File: config.mk
export PLATFORM = sky130hd
export DESIGN_NAME = tuner_dual_mode_control_port
export DESIGN_NICKNAME = d
export VERILOG_FILES = /design/src/logic/ctl_port_pkg.sv /design/src/logic/tuner_dual_mode_control_port.sv
export SDC_FILE = /design/constraint.sdc
export NUM_CORES = 1
export LEC_CHECK = 0
export BUFFER_PORTS_ARGS = -buffer_cell sky130_fd_sc_hd__buf_2
export CAP_MARGIN = 10
export CORE_MARGIN = 1.5
export CORE_UTILIZATION = 40
export DETAILED_ROUTE_END_ITERATION = 10
export PLACE_DENSITY_LB_ADDON = 0.25
export SLEW_MARGIN = 20
export SYNTH_ARGS = -nofsm -noshare
export SYNTH_HDL_FRONTEND = slang
export SYNTH_SLANG_ARGS = --single-unit
File: constraint.sdc
create_clock -name clk -period 2.7 [get_ports clk]
set_input_delay 0.27 -clock clk [delete_from_list [all_inputs] [get_ports clk]]
set_output_delay 0.27 -clock clk [all_outputs]
set_load 0.01 [all_outputs]
File: src/logic/ctl_port_pkg.sv
// Shared constants and types for the tuner control port
package ctl_port_pkg;
  // Three-wire chip address field and two-wire device address
  localparam logic [3:0] CHIP_ID3   = 4'h6;
  localparam logic [6:0] DEV_ADDR2  = 7'h10;
  // Byte pointer start points: register 02h high, register 0Ah high
  localparam logic [4:0] WR_START   = 5'h04;
  localparam logic [4:0] RD_START   = 5'h14;
  // Bit counts
  localparam logic [4:0] BYTE_BITS  = 5'h08;
  localparam logic [4:0] CTRL3_LAST = 5'h08;
  localparam logic [4:0] WORD_BITS  = 5'h10;
  localparam logic [4:0] WORD_LAST  = 5'h0f;
  // Control word field positions, order A7 A6 A5 RW A4 A3..A0
  localparam int unsigned CW_RW_POS = 5;
  localparam logic [15:0] REG_DEFAULT = 16'h0000;
  localparam int unsigned NUM_REGS    = 16;

  typedef logic [15:0][15:0] regfile_t;

  // Pins that enter from outside the clock domain
  typedef struct packed {
    logic rst_n;
    logic sclk;
    logic sdio;
    logic cs_n;
    logic gio1;
    logic gio3;
  } pins_t;

  localparam pins_t PINS_IDLE = 6'h1e;

  typedef enum logic [3:0] {
    ST_IDLE  = 4'h0,
    ST_ADDR  = 4'h1,
    ST_AACK  = 4'h3,
    ST_WDATA = 4'h2,
    ST_WACK  = 4'h6,
    ST_RDATA = 4'h7,
    ST_RACK  = 4'h5,
    ST_SKIP  = 4'h4,
    ST_CTRL3 = 4'hc,
    ST_WR3   = 4'hd,
    ST_RD3   = 4'hf
  } state_t;
endpackage : ctl_port_pkg

File: src/logic/tuner_dual_mode_control_port.sv
// Dual-mode (three-wire / two-wire) register access port of the tuner
`timescale 1ns/10ps
`default_nettype none

module tuner_dual_mode_control_port (
  input  wire logic                  clk,
  input  wire logic                  srst,
  input  wire logic                  reset_pin_n,
  input  wire logic                  sclk,
  input  wire logic                  sdio_in,
  output logic                       sdio_out,
  output logic                       sdio_oe,
  input  wire logic                  chip_select_n,
  input  wire logic                  general_io_one,
  input  wire logic                  general_io_three,
  output ctl_port_pkg::regfile_t     reg_image,
  output logic                       two_wire_mode,
  output logic                       port_enabled
);

  // ==========================================================
  // Pin synchronisers and edge detection
  ctl_port_pkg::pins_t sy1_reg;
  ctl_port_pkg::pins_t sy2_reg;
  ctl_port_pkg::pins_t prv_reg;
  ctl_port_pkg::pins_t pins_raw;

  assign pins_raw = '{rst_n: reset_pin_n, sclk: sclk, sdio: sdio_in,
                      cs_n: chip_select_n, gio1: general_io_one,
                      gio3: general_io_three};

  always_ff @(posedge clk) begin
    if (srst) begin
      sy1_reg <= ctl_port_pkg::PINS_IDLE;
      sy2_reg <= ctl_port_pkg::PINS_IDLE;
      prv_reg <= ctl_port_pkg::PINS_IDLE;
    end else begin
      sy1_reg <= pins_raw;
      sy2_reg <= sy1_reg;
      prv_reg <= sy2_reg;
    end
  end

  logic port_rst;
  logic rise;
  logic fall;
  logic start_ev;
  logic stop_ev;
  logic two_wire_reg;
  logic port_on_reg;

  assign port_rst = srst | ~sy2_reg.rst_n;
  assign rise     = port_on_reg & sy2_reg.sclk & ~prv_reg.sclk;
  assign fall     = port_on_reg & ~sy2_reg.sclk & prv_reg.sclk;
  assign start_ev = port_on_reg & two_wire_reg & sy2_reg.sclk & prv_reg.sclk
                    & prv_reg.sdio & ~sy2_reg.sdio;
  assign stop_ev  = port_on_reg & two_wire_reg & sy2_reg.sclk & prv_reg.sclk
                    & ~prv_reg.sdio & sy2_reg.sdio;

  // ==========================================================
  // Bus mode straps, caught as the reset pin goes high
  always_ff @(posedge clk) begin
    if (srst) begin
      two_wire_reg <= 1'b0;
      port_on_reg  <= 1'b0;
    end else if (!sy2_reg.rst_n) begin
      port_on_reg  <= 1'b0;
    end else if (!prv_reg.rst_n) begin
      port_on_reg  <= 1'b1;
      two_wire_reg <= sy2_reg.gio3 ? sy2_reg.gio1 : sy2_reg.cs_n;
    end
  end

  // ==========================================================
  // Transfer engine; runs from the system clock only, so no
  // reference clock is involved in register access
  // no reference clock
  ctl_port_pkg::state_t st_reg, st_next;
  logic [4:0]  cnt_reg, cnt_next;
  logic [15:0] sh_reg, sh_next;
  logic [4:0]  ptr_reg, ptr_next;
  logic        rw_reg, rw_next;
  logic        ack_reg, ack_next;
  logic        oe_reg, oe_next;
  logic        do_reg, do_next;
  logic [3:0]  addr_reg, addr_next;
  ctl_port_pkg::regfile_t regs_reg, regs_next;
  logic [7:0]  byte_at;
  logic [8:0]  cw9;

  assign byte_at = ptr_reg[0] ? regs_reg[ptr_reg[4:1]][7:0]
                              : regs_reg[ptr_reg[4:1]][15:8];
  assign cw9     = {sh_reg[7:0], sy2_reg.sdio};

  always_comb begin
    st_next   = st_reg;
    cnt_next  = cnt_reg;
    sh_next   = sh_reg;
    ptr_next  = ptr_reg;
    rw_next   = rw_reg;
    ack_next  = ack_reg;
    oe_next   = oe_reg;
    do_next   = do_reg;
    addr_next = addr_reg;
    regs_next = regs_reg;
    if (two_wire_reg) begin
      // open drain, data level stays low
      do_next = 1'b0;
      if (start_ev) begin
        st_next  = ctl_port_pkg::ST_ADDR;
        cnt_next = 5'h00;
        oe_next  = 1'b0;
      end else if (stop_ev) begin
        st_next  = ctl_port_pkg::ST_IDLE;
        oe_next  = 1'b0;
        ptr_next = ctl_port_pkg::WR_START;
      end else begin
        unique case (st_reg)
          ctl_port_pkg::ST_IDLE, ctl_port_pkg::ST_SKIP: begin
          end
          ctl_port_pkg::ST_ADDR: begin
            if (rise && cnt_reg < ctl_port_pkg::BYTE_BITS) begin
              sh_next  = {sh_reg[14:0], sy2_reg.sdio};
              cnt_next = cnt_reg + 5'h01;
            end else if (fall && cnt_reg == ctl_port_pkg::BYTE_BITS) begin
              if (sh_reg[7:1] == ctl_port_pkg::DEV_ADDR2) begin
                st_next  = ctl_port_pkg::ST_AACK;
                oe_next  = 1'b1;
                rw_next  = sh_reg[0];
                ptr_next = sh_reg[0] ? ctl_port_pkg::RD_START
                                     : ctl_port_pkg::WR_START;
              end else begin
                st_next = ctl_port_pkg::ST_SKIP;
              end
            end
          end
          ctl_port_pkg::ST_AACK: begin
            if (fall) begin
              if (rw_reg) begin
                // first read bit on falling edge
                st_next  = ctl_port_pkg::ST_RDATA;
                sh_next  = {8'h00, byte_at};
                oe_next  = ~byte_at[7];
                cnt_next = 5'h01;
              end else begin
                st_next  = ctl_port_pkg::ST_WDATA;
                oe_next  = 1'b0;
                cnt_next = 5'h00;
              end
            end
          end
          ctl_port_pkg::ST_WDATA: begin
            if (rise && cnt_reg < ctl_port_pkg::BYTE_BITS) begin
              sh_next  = {sh_reg[14:0], sy2_reg.sdio};
              cnt_next = cnt_reg + 5'h01;
            end else if (fall && cnt_reg == ctl_port_pkg::BYTE_BITS) begin
              if (ptr_reg[0]) begin
                regs_next[ptr_reg[4:1]][7:0] = sh_reg[7:0];
              end else begin
                regs_next[ptr_reg[4:1]][15:8] = sh_reg[7:0];
              end
              ptr_next = ptr_reg + 5'h01;
              st_next  = ctl_port_pkg::ST_WACK;
              oe_next  = 1'b1;
            end
          end
          ctl_port_pkg::ST_WACK: begin
            if (fall) begin
              st_next  = ctl_port_pkg::ST_WDATA;
              oe_next  = 1'b0;
              cnt_next = 5'h00;
            end
          end
          ctl_port_pkg::ST_RDATA: begin
            if (fall) begin
              if (cnt_reg < ctl_port_pkg::BYTE_BITS) begin
                sh_next  = {sh_reg[14:0], 1'b0};
                oe_next  = ~sh_reg[6];
                cnt_next = cnt_reg + 5'h01;
              end else begin
                st_next  = ctl_port_pkg::ST_RACK;
                oe_next  = 1'b0;
                ptr_next = ptr_reg + 5'h01;
              end
            end
          end
          ctl_port_pkg::ST_RACK: begin
            if (rise) begin
              ack_next = ~sy2_reg.sdio;
            end else if (fall) begin
              if (ack_reg) begin
                st_next  = ctl_port_pkg::ST_RDATA;
                sh_next  = {8'h00, byte_at};
                oe_next  = ~byte_at[7];
                cnt_next = 5'h01;
              end else begin
                st_next = ctl_port_pkg::ST_SKIP;
              end
            end
          end
          default: begin
            st_next = ctl_port_pkg::ST_IDLE;
            oe_next = 1'b0;
          end
        endcase
      end
    end else if (rise) begin
      if (sy2_reg.cs_n) begin
        // end on rise with chip select high
        st_next = ctl_port_pkg::ST_IDLE;
        oe_next = 1'b0;
      end else begin
        unique case (st_reg)
          ctl_port_pkg::ST_IDLE: begin
            st_next  = ctl_port_pkg::ST_CTRL3;
            sh_next  = {15'h0000, sy2_reg.sdio};
            cnt_next = 5'h01;
          end
          ctl_port_pkg::ST_CTRL3: begin
            sh_next  = {sh_reg[14:0], sy2_reg.sdio};
            cnt_next = cnt_reg + 5'h01;
            if (cnt_reg == ctl_port_pkg::CTRL3_LAST) begin
              rw_next   = cw9[ctl_port_pkg::CW_RW_POS];
              addr_next = cw9[3:0];
              cnt_next  = 5'h00;
              if ({cw9[8:6], cw9[4]} != ctl_port_pkg::CHIP_ID3) begin
                st_next = ctl_port_pkg::ST_SKIP;
              end else if (cw9[ctl_port_pkg::CW_RW_POS]) begin
                st_next = ctl_port_pkg::ST_RD3;
              end else begin
                st_next = ctl_port_pkg::ST_WR3;
              end
            end
          end
          ctl_port_pkg::ST_WR3: begin
            sh_next  = {sh_reg[14:0], sy2_reg.sdio};
            cnt_next = cnt_reg + 5'h01;
            if (cnt_reg == ctl_port_pkg::WORD_LAST) begin
              regs_next[addr_reg] = {sh_reg[14:0], sy2_reg.sdio};
              st_next = ctl_port_pkg::ST_SKIP;
            end
          end
          ctl_port_pkg::ST_RD3: begin
            if (cnt_reg < ctl_port_pkg::WORD_BITS) begin
              do_next  = regs_reg[addr_reg][4'hf - cnt_reg[3:0]];
              oe_next  = 1'b1;
              cnt_next = cnt_reg + 5'h01;
            end
          end
          ctl_port_pkg::ST_SKIP: begin
          end
          default: begin
            st_next = ctl_port_pkg::ST_IDLE;
            oe_next = 1'b0;
          end
        endcase
      end
    end
  end

  always_ff @(posedge clk) begin
    if (port_rst) begin
      st_reg   <= ctl_port_pkg::ST_IDLE;
      cnt_reg  <= 5'h00;
      sh_reg   <= 16'h0000;
      ptr_reg  <= ctl_port_pkg::WR_START;
      rw_reg   <= 1'b0;
      ack_reg  <= 1'b0;
      oe_reg   <= 1'b0;
      do_reg   <= 1'b0;
      addr_reg <= 4'h0;
      regs_reg <= {ctl_port_pkg::NUM_REGS{ctl_port_pkg::REG_DEFAULT}};
    end else begin
      st_reg   <= st_next;
      cnt_reg  <= cnt_next;
      sh_reg   <= sh_next;
      ptr_reg  <= ptr_next;
      rw_reg   <= rw_next;
      ack_reg  <= ack_next;
      oe_reg   <= oe_next;
      do_reg   <= do_next;
      addr_reg <= addr_next;
      regs_reg <= regs_next;
    end
  end

  assign sdio_out      = do_reg;
  assign sdio_oe       = oe_reg;
  assign reg_image     = regs_reg;
  assign two_wire_mode = two_wire_reg;
  assign port_enabled  = port_on_reg;
endmodule : tuner_dual_mode_control_port

`default_nettype wire

==> results by group, run 1 <==
Floorplan
  – Initial Util: 0.407
  – Die H: 219 um
  – Die X: 219 um
  – Ports: 268
  – Core area: 45700 um^2
  – Full die area: 47800 um^2
  – Std-Cell Rows: 78

Power and ir drop
  – Power per cell area: 423 nW/um^2
  – LEAKAGE: 11.5 nW
  – Max VDD drop: 0.457 mV

Logic synthesis
  – Synth warn: 0
  – Synth Area in Adders: 0.00269
  – Syn avg cell area: 9.91 um^2
  – Cells after Synth: 1879
  – Top FF cell, synth: dfxtp_1
  – Dominant cell type by area after synthesis: dfxtp_1
  – Main combinational cell family by area after synthesis: multiplexers
  – Synth area leaders: dfxtp_1 33%, mux4_2 15%, mux2i_1 10%, o211a_1 6.5%, o221ai_1 5.7%
  – Post-synthesis compound-gate area fraction: 0.224
  – Mux cell area share after synthesis: 0.267
  – Post-synth ARST share: 0
  – Post-synth top area share: 0.333
  – #FFs+latches synth: 310
  – Simple-Gate Fraction of Synth Area: 0.116
  – Most frequent cell after synthesis: dfxtp_1
  – Mapped cell area: 18600 um^2
  – Post-synth EDFFs: 0
  – Post-Syn Nets: 1891
  – Synth cell types: 78
  – Synth Area in XOR/XNOR: 0.00141
  – Synth cell count leaders: 310 x dfxtp_1, 189 x mux2i_1, 186 x nor2_1, 146 x o22ai_1, 135 x clkbuf_1
  – Post-synthesis sequential area ratio: 0.333

Critical path
  – CP Data Arrival Time: 3.03 ns
  – Slowest stage delay, CP: 0.62 ns
  – Crit path max-delay family: multiplexers
  – Critical path's slowest cell: mux4_1
  – Type of the worst setup path: register to register
  – CP Launch Type: register
  – Worst-path fanout max: 13
  – WP buf/inv: 1
  – WP data required: 3.11 ns
  – CP endpoint kind: register
  – Critical path cell sequence: buf_12, mux4_1, mux2i_1, mux4_2, nor3_1, o2bb2ai_1, and3_1, nor4_2

STA
  – Max_slew headroom: 0.393
  – RSZ-0062 raised after global routing: true
  – Fmax: 381 MHz
  – Minimum clock period: 2.63 ns
  – Final Cycle Share: 0.973
  – Final Setup Violations: 0
  – PnR worst setup slack: 0.0732 ns
  – Setup tns final: 0 ns
  – Final Hold Fails: 0
  – Clock skew: 0.0266 ns
  – Final Slew Violations: 0
  – Slew @ Worst Pin: 0.909 ns

CTS
  – CTS max path bufs: 3
  – CTS H-Tree Depth: 2
  – CTS sink cnt: 310
  – CTS buffer count: 37
  – Clock insertion delay at the later pin of the skew report: 0.57 ns
  – CTS clock-pin slew for the worst setup and hold paths: 0.07 ns
  – Clock Tree Root: clkbuf_16
  – TritonCTS clock tree: yes

Final layout
  – Layout cells sized above 1: 0.331
  – Final net count: 2202
  – Design Area, Final: 23300 um^2
  – Number of diodes: 0
  – Layout Area Growth over Synthesis: 25.2%
  – # fillers: 4245
  – Final std cells w/o fill: 2817
  – Largest register FFs: 256

Placed design
  – Hpwl dp: 59.1 mm
  – Placed cell area: 21600 um^2
  – Dpl ws: -0.0504 ns
  – I/O Buffers: 267
  – DP Cell Count: 2714
  – RD Place Congestion: 0.964

Flow run
  – Total of max-cap violations: 0

Routing
  – Drt pass-1 iters: 6
  – Routed len/inst: 29.3 um
  – Via density: 6.69
  – Routed Antenna Nets: 0
  – Drt total wl: 82.6 mm
  – Via count: 18854
  – DRC Markers: 0
  – DR iter-0 viols: 2317

Worst hold path
  – Min-Delay Path Class: primary input to register

Global route
  – Initial antenna violation count: 1
  – GR Overflow Total: 0
  – First-pass GRT wire length: 119 mm
  – GRT Overall Usage: 0.330
  – Vias in the first global route: 17392
  – Largest net degree at the start of global routing: 166

Status
  – Status: finished, final reports clean
[power by group]
group	total [mW]	switching [mW]	internal (mW)	leakage, nW
clock network	5.08	2.13	2.95	0.594
registers	4.59	0.00877	4.58	2.50
logic	0.185	0.123	0.0620	8.36
[cells in the final DEF, fill, tap and decap left out, types with 7 or more instances in the layout]
cell       count
o211a_1      121
mux2i_1      189
clkbuf_8       9
buf_6         15
clkbuf_1       9
nand3_1       41
o21ai_0       38
nor2b_4        9
o221ai_1     121
and3_1         8
nand2b_1      32
inv_1         12
mux4_2       128
a21oi_1       53
clkbuf_16     39
a211oi_1       7
buf_4        167
buf_2        273
dfxtp_1      304
nor3_1         9
nor2_1       185
or2_2         16
nand2_1       77
nor4_1         8
nor2b_1       23
buf_12        33
o22ai_1      146
[cell type report]
| class | count | area (um^2) | area share |
|---|---|---|---|
| inverters | 13 | 50.0 | 0.00215 |
| clock buffers | 56 | 1110 | 0.0476 |
| clock inverters | 10 | 106 | 0.00457 |
| multi-input cells | 1330 | 11500 | 0.494 |
| repair buffers | 498 | 3560 | 0.153 |
| flip-flops and latches | 310 | 6220 | 0.267 |
| well taps | 600 | 751 | 0.0322 |
[worst paths after layout]
check | start | endpoint | slack (ns) | cells after the start
worst max-delay path | addr_reg[0] | sdio_out | 0.07 | 8
worst min-delay path | srst | sy2_reg[0] | 0.05 | 2
worst max register to register | addr_reg[0] | sdio_out | 0.07 | 8
worst min register to register | sy1_reg[3] | cw9[0] | 0.42 | 1
[repair_timing]
| action | in CTS | in global routing |
|---|---|---|
| gates cloned | 0 | 10 |
| setup buffers | 3 | 18 |
| setup endpoints to repair | 48 | 187 |
| resized for setup | 1 | 48 |
| hold buffers | 6 | 0 |
| endpoints found under the hold margin | 6 | 0 |
| pin swaps | 0 | 2 |
[layer usage]
metal / track usage / part of all wire / up-vias
li1: - / - / 7973
met1: 0.455 / 0.41 / 9516
met2: 0.513 / 0.46 / 1171
met3: 0.0596 / 0.092 / 190
met4: 0.127 / 0.040 / 4
met5: 0 / 0.00096 / -
[per-stage QoR]
stage	total power, mW	utilization	hold slack [ns]
final	9.86	0.510	0.0546
after detailed placement	4.86	0.472	0.399
after global routing	10.1	0.510	0.0677
after floorplan	4.80	-	0.342
after CTS	9.88	0.501	0.0463
after global placement	4.86	0.472	0.399
[cells by family after synthesis]
logic type | after synthesis
DFF | 310
AOI/OAI and AO/OA | 543
adders and majority gates | 4
and+or+nand+nor | 452
muxes | 328
buffers and inverters | 239
xor gates and xnor gates | 3
Power figures use the tool's default switching activity.
==> run 2, diff against run 1 <==
ABC_AREA = 1   (was default)
==> results by group, run 2 <==
Critical path
  – Worst reg2reg path endpoint: sh_reg[0]
  – Type of the worst setup path: register to register
  – Slowest stage delay, CP: 0.46 ns (-0.16 ns)
  – CP Launch Type: register
  – Worst-path fanout max: 21 (+8)
  – RR Startpoint: ptr_reg[2]
  – WP buf/inv: 4 (+3)
  – Worst R2R Path Depth: 12 (+4)
  – CP Data Arrival Time: 3.02 ns (about the same)
  – Flop2flop setup slack: 0.15 ns (+0.07 ns)
  – CP endpoint kind: register
  – Critical path's slowest cell: dfxtp_1
  – Critical path cell sequence: nor2_2, inv_2, buf_12, buf_12, o22ai_1, o21ai_0, buf_4, nand4_1, nor2_1, nor2_1, nor3_1, nor2_1
  – Most used cell along the critical path: nor2_1
  – Crit path max-delay family: buffers and inverters
  – WP data required: 3.16 ns (+0.05 ns)

STA
  – Clock skew: 0.0229 ns (-0.00365 ns)
  – Final Slew Violations: 0 (unchanged)
  – Setup tns final: 0 ns (unchanged)
  – RSZ-0062 raised after global routing: false
  – Final Hold Fails: 0 (unchanged)
  – Final Cycle Share: 0.945 (-0.0276)
  – Fmax: 392 MHz (+2.9%)
  – Minimum clock period: 2.55 ns (-0.0746 ns)
  – Slew @ Worst Pin: 0.761 ns (-0.148 ns)
  – Max_slew headroom: 0.492 (+0.0994)
  – Final Setup Violations: 0 (unchanged)

Final layout
  – Final net count: 3278 (+49%)
  – Storage cell area: 6210 um^2 (-0.26%)
  – Number of diodes: 0 (unchanged)
  – Layout Area Growth over Synthesis: 20.3%
  – Layout cells sized above 1: 0.185 (-0.146)
  – Multi-input logic area: 10800 um^2 (-6.3%)
  – Commonest non-fill, non-tap cell in the layout: nand2_1
  – # fillers: 5108 (+20%)
  – Final std cells w/o fill: 3906 (+39%)
  – Most frequent cells in the layout: 575 x nand2_1, 397 x o22ai_1, 369 x o21ai_0
  – Largest register FFs: 256 (unchanged)

Placed design
  – DP Cell Count: 3834 (+41%)
  – Hpwl dp: 82.5 mm (+40%)
  – I/O Buffers: 267 (unchanged)
  – RD Place Congestion: 1.06 (+10%)

Floorplan
  – Core area: 47800 um^2 (+4.8%)
  – Std-Cell Rows: 80 (+2.6%)
  – Die H: 224 um (+2.2%)
  – Initial Util: 0.407 (-0.000717)
  – Full die area: 50000 um^2 (+4.5%)
  – Die X: 224 um (+2.2%)
  – Ports: 268 (unchanged)

Logic synthesis
  – Most frequent cell after synthesis: nand2_1
  – Synth area leaders: dfxtp_1 32%, o22ai_1 13%, nand2_1 11%, o21ai_0 9.6%, a21oi_1 8.4%
  – Top FF cell, synth: dfxtp_1
  – Post-synth EDFFs: 0 (unchanged)
  – Post-synthesis sequential area ratio: 0.319 (-0.0146)
  – #FFs+latches synth: 310 (unchanged)
  – Dominant cell type by area after synthesis: dfxtp_1
  – Synth cell count leaders: 579 x nand2_1, 397 x o22ai_1, 372 x o21ai_0, 337 x inv_1, 328 x a21oi_1
  – Synth warn: 0 (unchanged)
  – Post-synth ARST share: 0 (unchanged)
  – Syn avg cell area: 6.48 um^2 (-35%)
  – Cells after Synth: 3002 (+60%)
  – Mapped cell area: 19500 um^2 (+4.6%)
  – Synth cell types: 49 (-37%)
  – Post-synth top area share: 0.319 (-0.0146)
  – Post-Syn Nets: 3014 (+59%)

Routing
  – Drt total wl: 112 mm (+36%)
  – DRC Markers: 0 (unchanged)
  – Via count: 24759 (+31%)
  – DR iter-0 viols: 4070 (+76%)
  – Routed len/inst: 28.7 um (-2.1%)
  – Drt pass-1 iters: 9 (+3)
  – Via density: 6.34 (-5.3%)
  – Routed Antenna Nets: 0 (unchanged)

CTS
  – CTS buffer count: 39 (+5.4%)
  – Clock insertion delay at the later pin of the skew report: 0.58 ns (about the same)
  – CTS clock-pin slew for the worst setup and hold paths: 0.06 ns (about the same)
  – CTS max path bufs: 3 (unchanged)
  – CTS H-Tree Depth: 2 (unchanged)
  – CTS sink cnt: 310 (unchanged)
  – Post-CTS setup buffer count: 0 (-3)
  – Clock Tree Root: clkbuf_16
  – TritonCTS clock tree: yes

Global route
  – GRT Overall Usage: 0.432 (+0.102)
  – Initial antenna violation count: 0 (-1)
  – First-pass GRT wire length: 158 mm (+33%)
  – Largest net degree at the start of global routing: 148 (-11%)
  – Vias in the first global route: 22580 (+30%)
  – GR Overflow Total: 0 (unchanged)

Power and ir drop
  – Max VDD drop: 0.476 mV (+4.0%)
  – Seq pwr share: 0.438 (-0.028)
  – Switching power: 2.45 mW (+8.3%)
  – Power share of the clock group: 0.531 (+0.015)
  – Switch share: 0.233 (+0.00385)
  – Combinational cell fraction of total power: 0.031 (+0.012)
  – Internal cell power: 8.04 mW (+5.9%)
  – LEAKAGE: 8.56 nW (-25%)
  – Power per cell area: 448 nW/um^2 (+6.0%)

Worst hold path
  – Min-delay src: srst
  – Hold path depth: 2 (unchanged)
  – Min-Delay Path Class: primary input to register
  – Worst Hold End: sy2_reg[0]

Flow run
  – Total of max-cap violations: 0 (unchanged)

Status
  – Status: finished, final reports clean
[run 2: changes by cell type in the layout (fill, tap and decap cells not counted), moves of 128 or more]
cell     previous run  this run
a21oi_1            53       328
inv_1              12       336
mux2i_1           189         0
mux4_2            128         0
nand2_1            77       575
o21ai_0            38       369
o22ai_1           146       397
[run 2: worst reg2reg max path, stage by stage (launching register included)]
cell and delay, ns:
dfxtp_1 0.46, nor2_2 0.12, inv_2 0.28, buf_12 0.24
buf_12 0.20, o22ai_1 0.06, o21ai_0 0.41, buf_4 0.22
nand4_1 0.09, nor2_1 0.12, nor2_1 0.05, nor3_1 0.15
nor2_1 0.06
[run 2: per-layer routing]
metal,vias to the layer above,routed length (um),part of all wire,global-route usage
met5,-,0,0,0
met4,0,6290,0.056,0.212
met3,348,14000,0.12,0.104
met2,1846,46500,0.42,0.634
met1,11667,45300,0.40,0.591
li1,10898,-,-,-
[run 2: cells by family (layout without fill, tap and decap cells)]
logic type                 count (synthesis)  in the layout  synth area share
AOI/OAI and AO/OA                       1196           1196             0.336
xor gates and xnor gates                   1              1          0.000450
adders and majority gates                  4              4           0.00257
buffers and inverters                    589            878             0.130
DFF                                      310            310             0.319
and+or+nand+nor                          902            902             0.212
[run 2: timing repair]
action,4_1_cts,5_1_grt
hold buffers,6,0
setup endpoints to repair,0,2
gates resized for setup,0,3
endpoints found under the hold margin,6,0
[run 2: worst max path at each step]
stage | from | end | slack (ns) | cells past startpoint
final | ptr_reg[2] | sh_reg[0] | 0.15 | 12
after global routing | ptr_reg[1] | reg_image[79] | 0.05 | 9
after CTS | ptr_reg[2] | sh_reg[3] | 0.10 | 12
after detailed placement | ptr_reg[2] | sh_reg[3] | 0.11 | 12
after global placement | ptr_reg[2] | sh_reg[2] | 0.13 | 12
after floorplan | cnt_reg[0] | reg_image[230] | 0.61 | 12
[run 2: final cells by class]
| type | instances | area share |
|---|---|---|
| inverters | 357 | 0.0574 |
| clock inverters | 13 | 0.00823 |
| repair buffers | 455 | 0.128 |
| multi-input cells | 2103 | 0.460 |
| well taps | 615 | 0.0329 |
| flip-flops and latches | 310 | 0.265 |
| clock buffers | 53 | 0.0479 |
[run 2: per-stage QoR]
stage | total power [mW] | worst slack, ns | hold WS (ns) | utilization | area [um^2]
2_1_floorplan | 4.89 | 0.609 | 0.374 | - | 19500
3_3_place_gp | 5.00 | 0.128 | 0.392 | 0.460 | 22000
3_5_place_dp | 5.00 | 0.113 | 0.393 | 0.460 | 22000
4_1_cts | 10.5 | 0.101 | 0.0384 | 0.489 | 23400
5_1_grt | 10.7 | 0.0476 | 0.0663 | 0.489 | 23400
6_report | 10.5 | 0.148 | 0.0482 | 0.489 | 23400
[run 2: power groups by stage]
stage	Clock [mW]	Combinational (mW)	Sequential, mW
2_1_floorplan	0	0.203	4.69
3_3_place_gp	0	0.304	4.69
3_5_place_dp	0	0.305	4.69
4_1_cts	5.59	0.312	4.59
5_1_grt	5.75	0.342	4.59
6_report	5.58	0.325	4.59
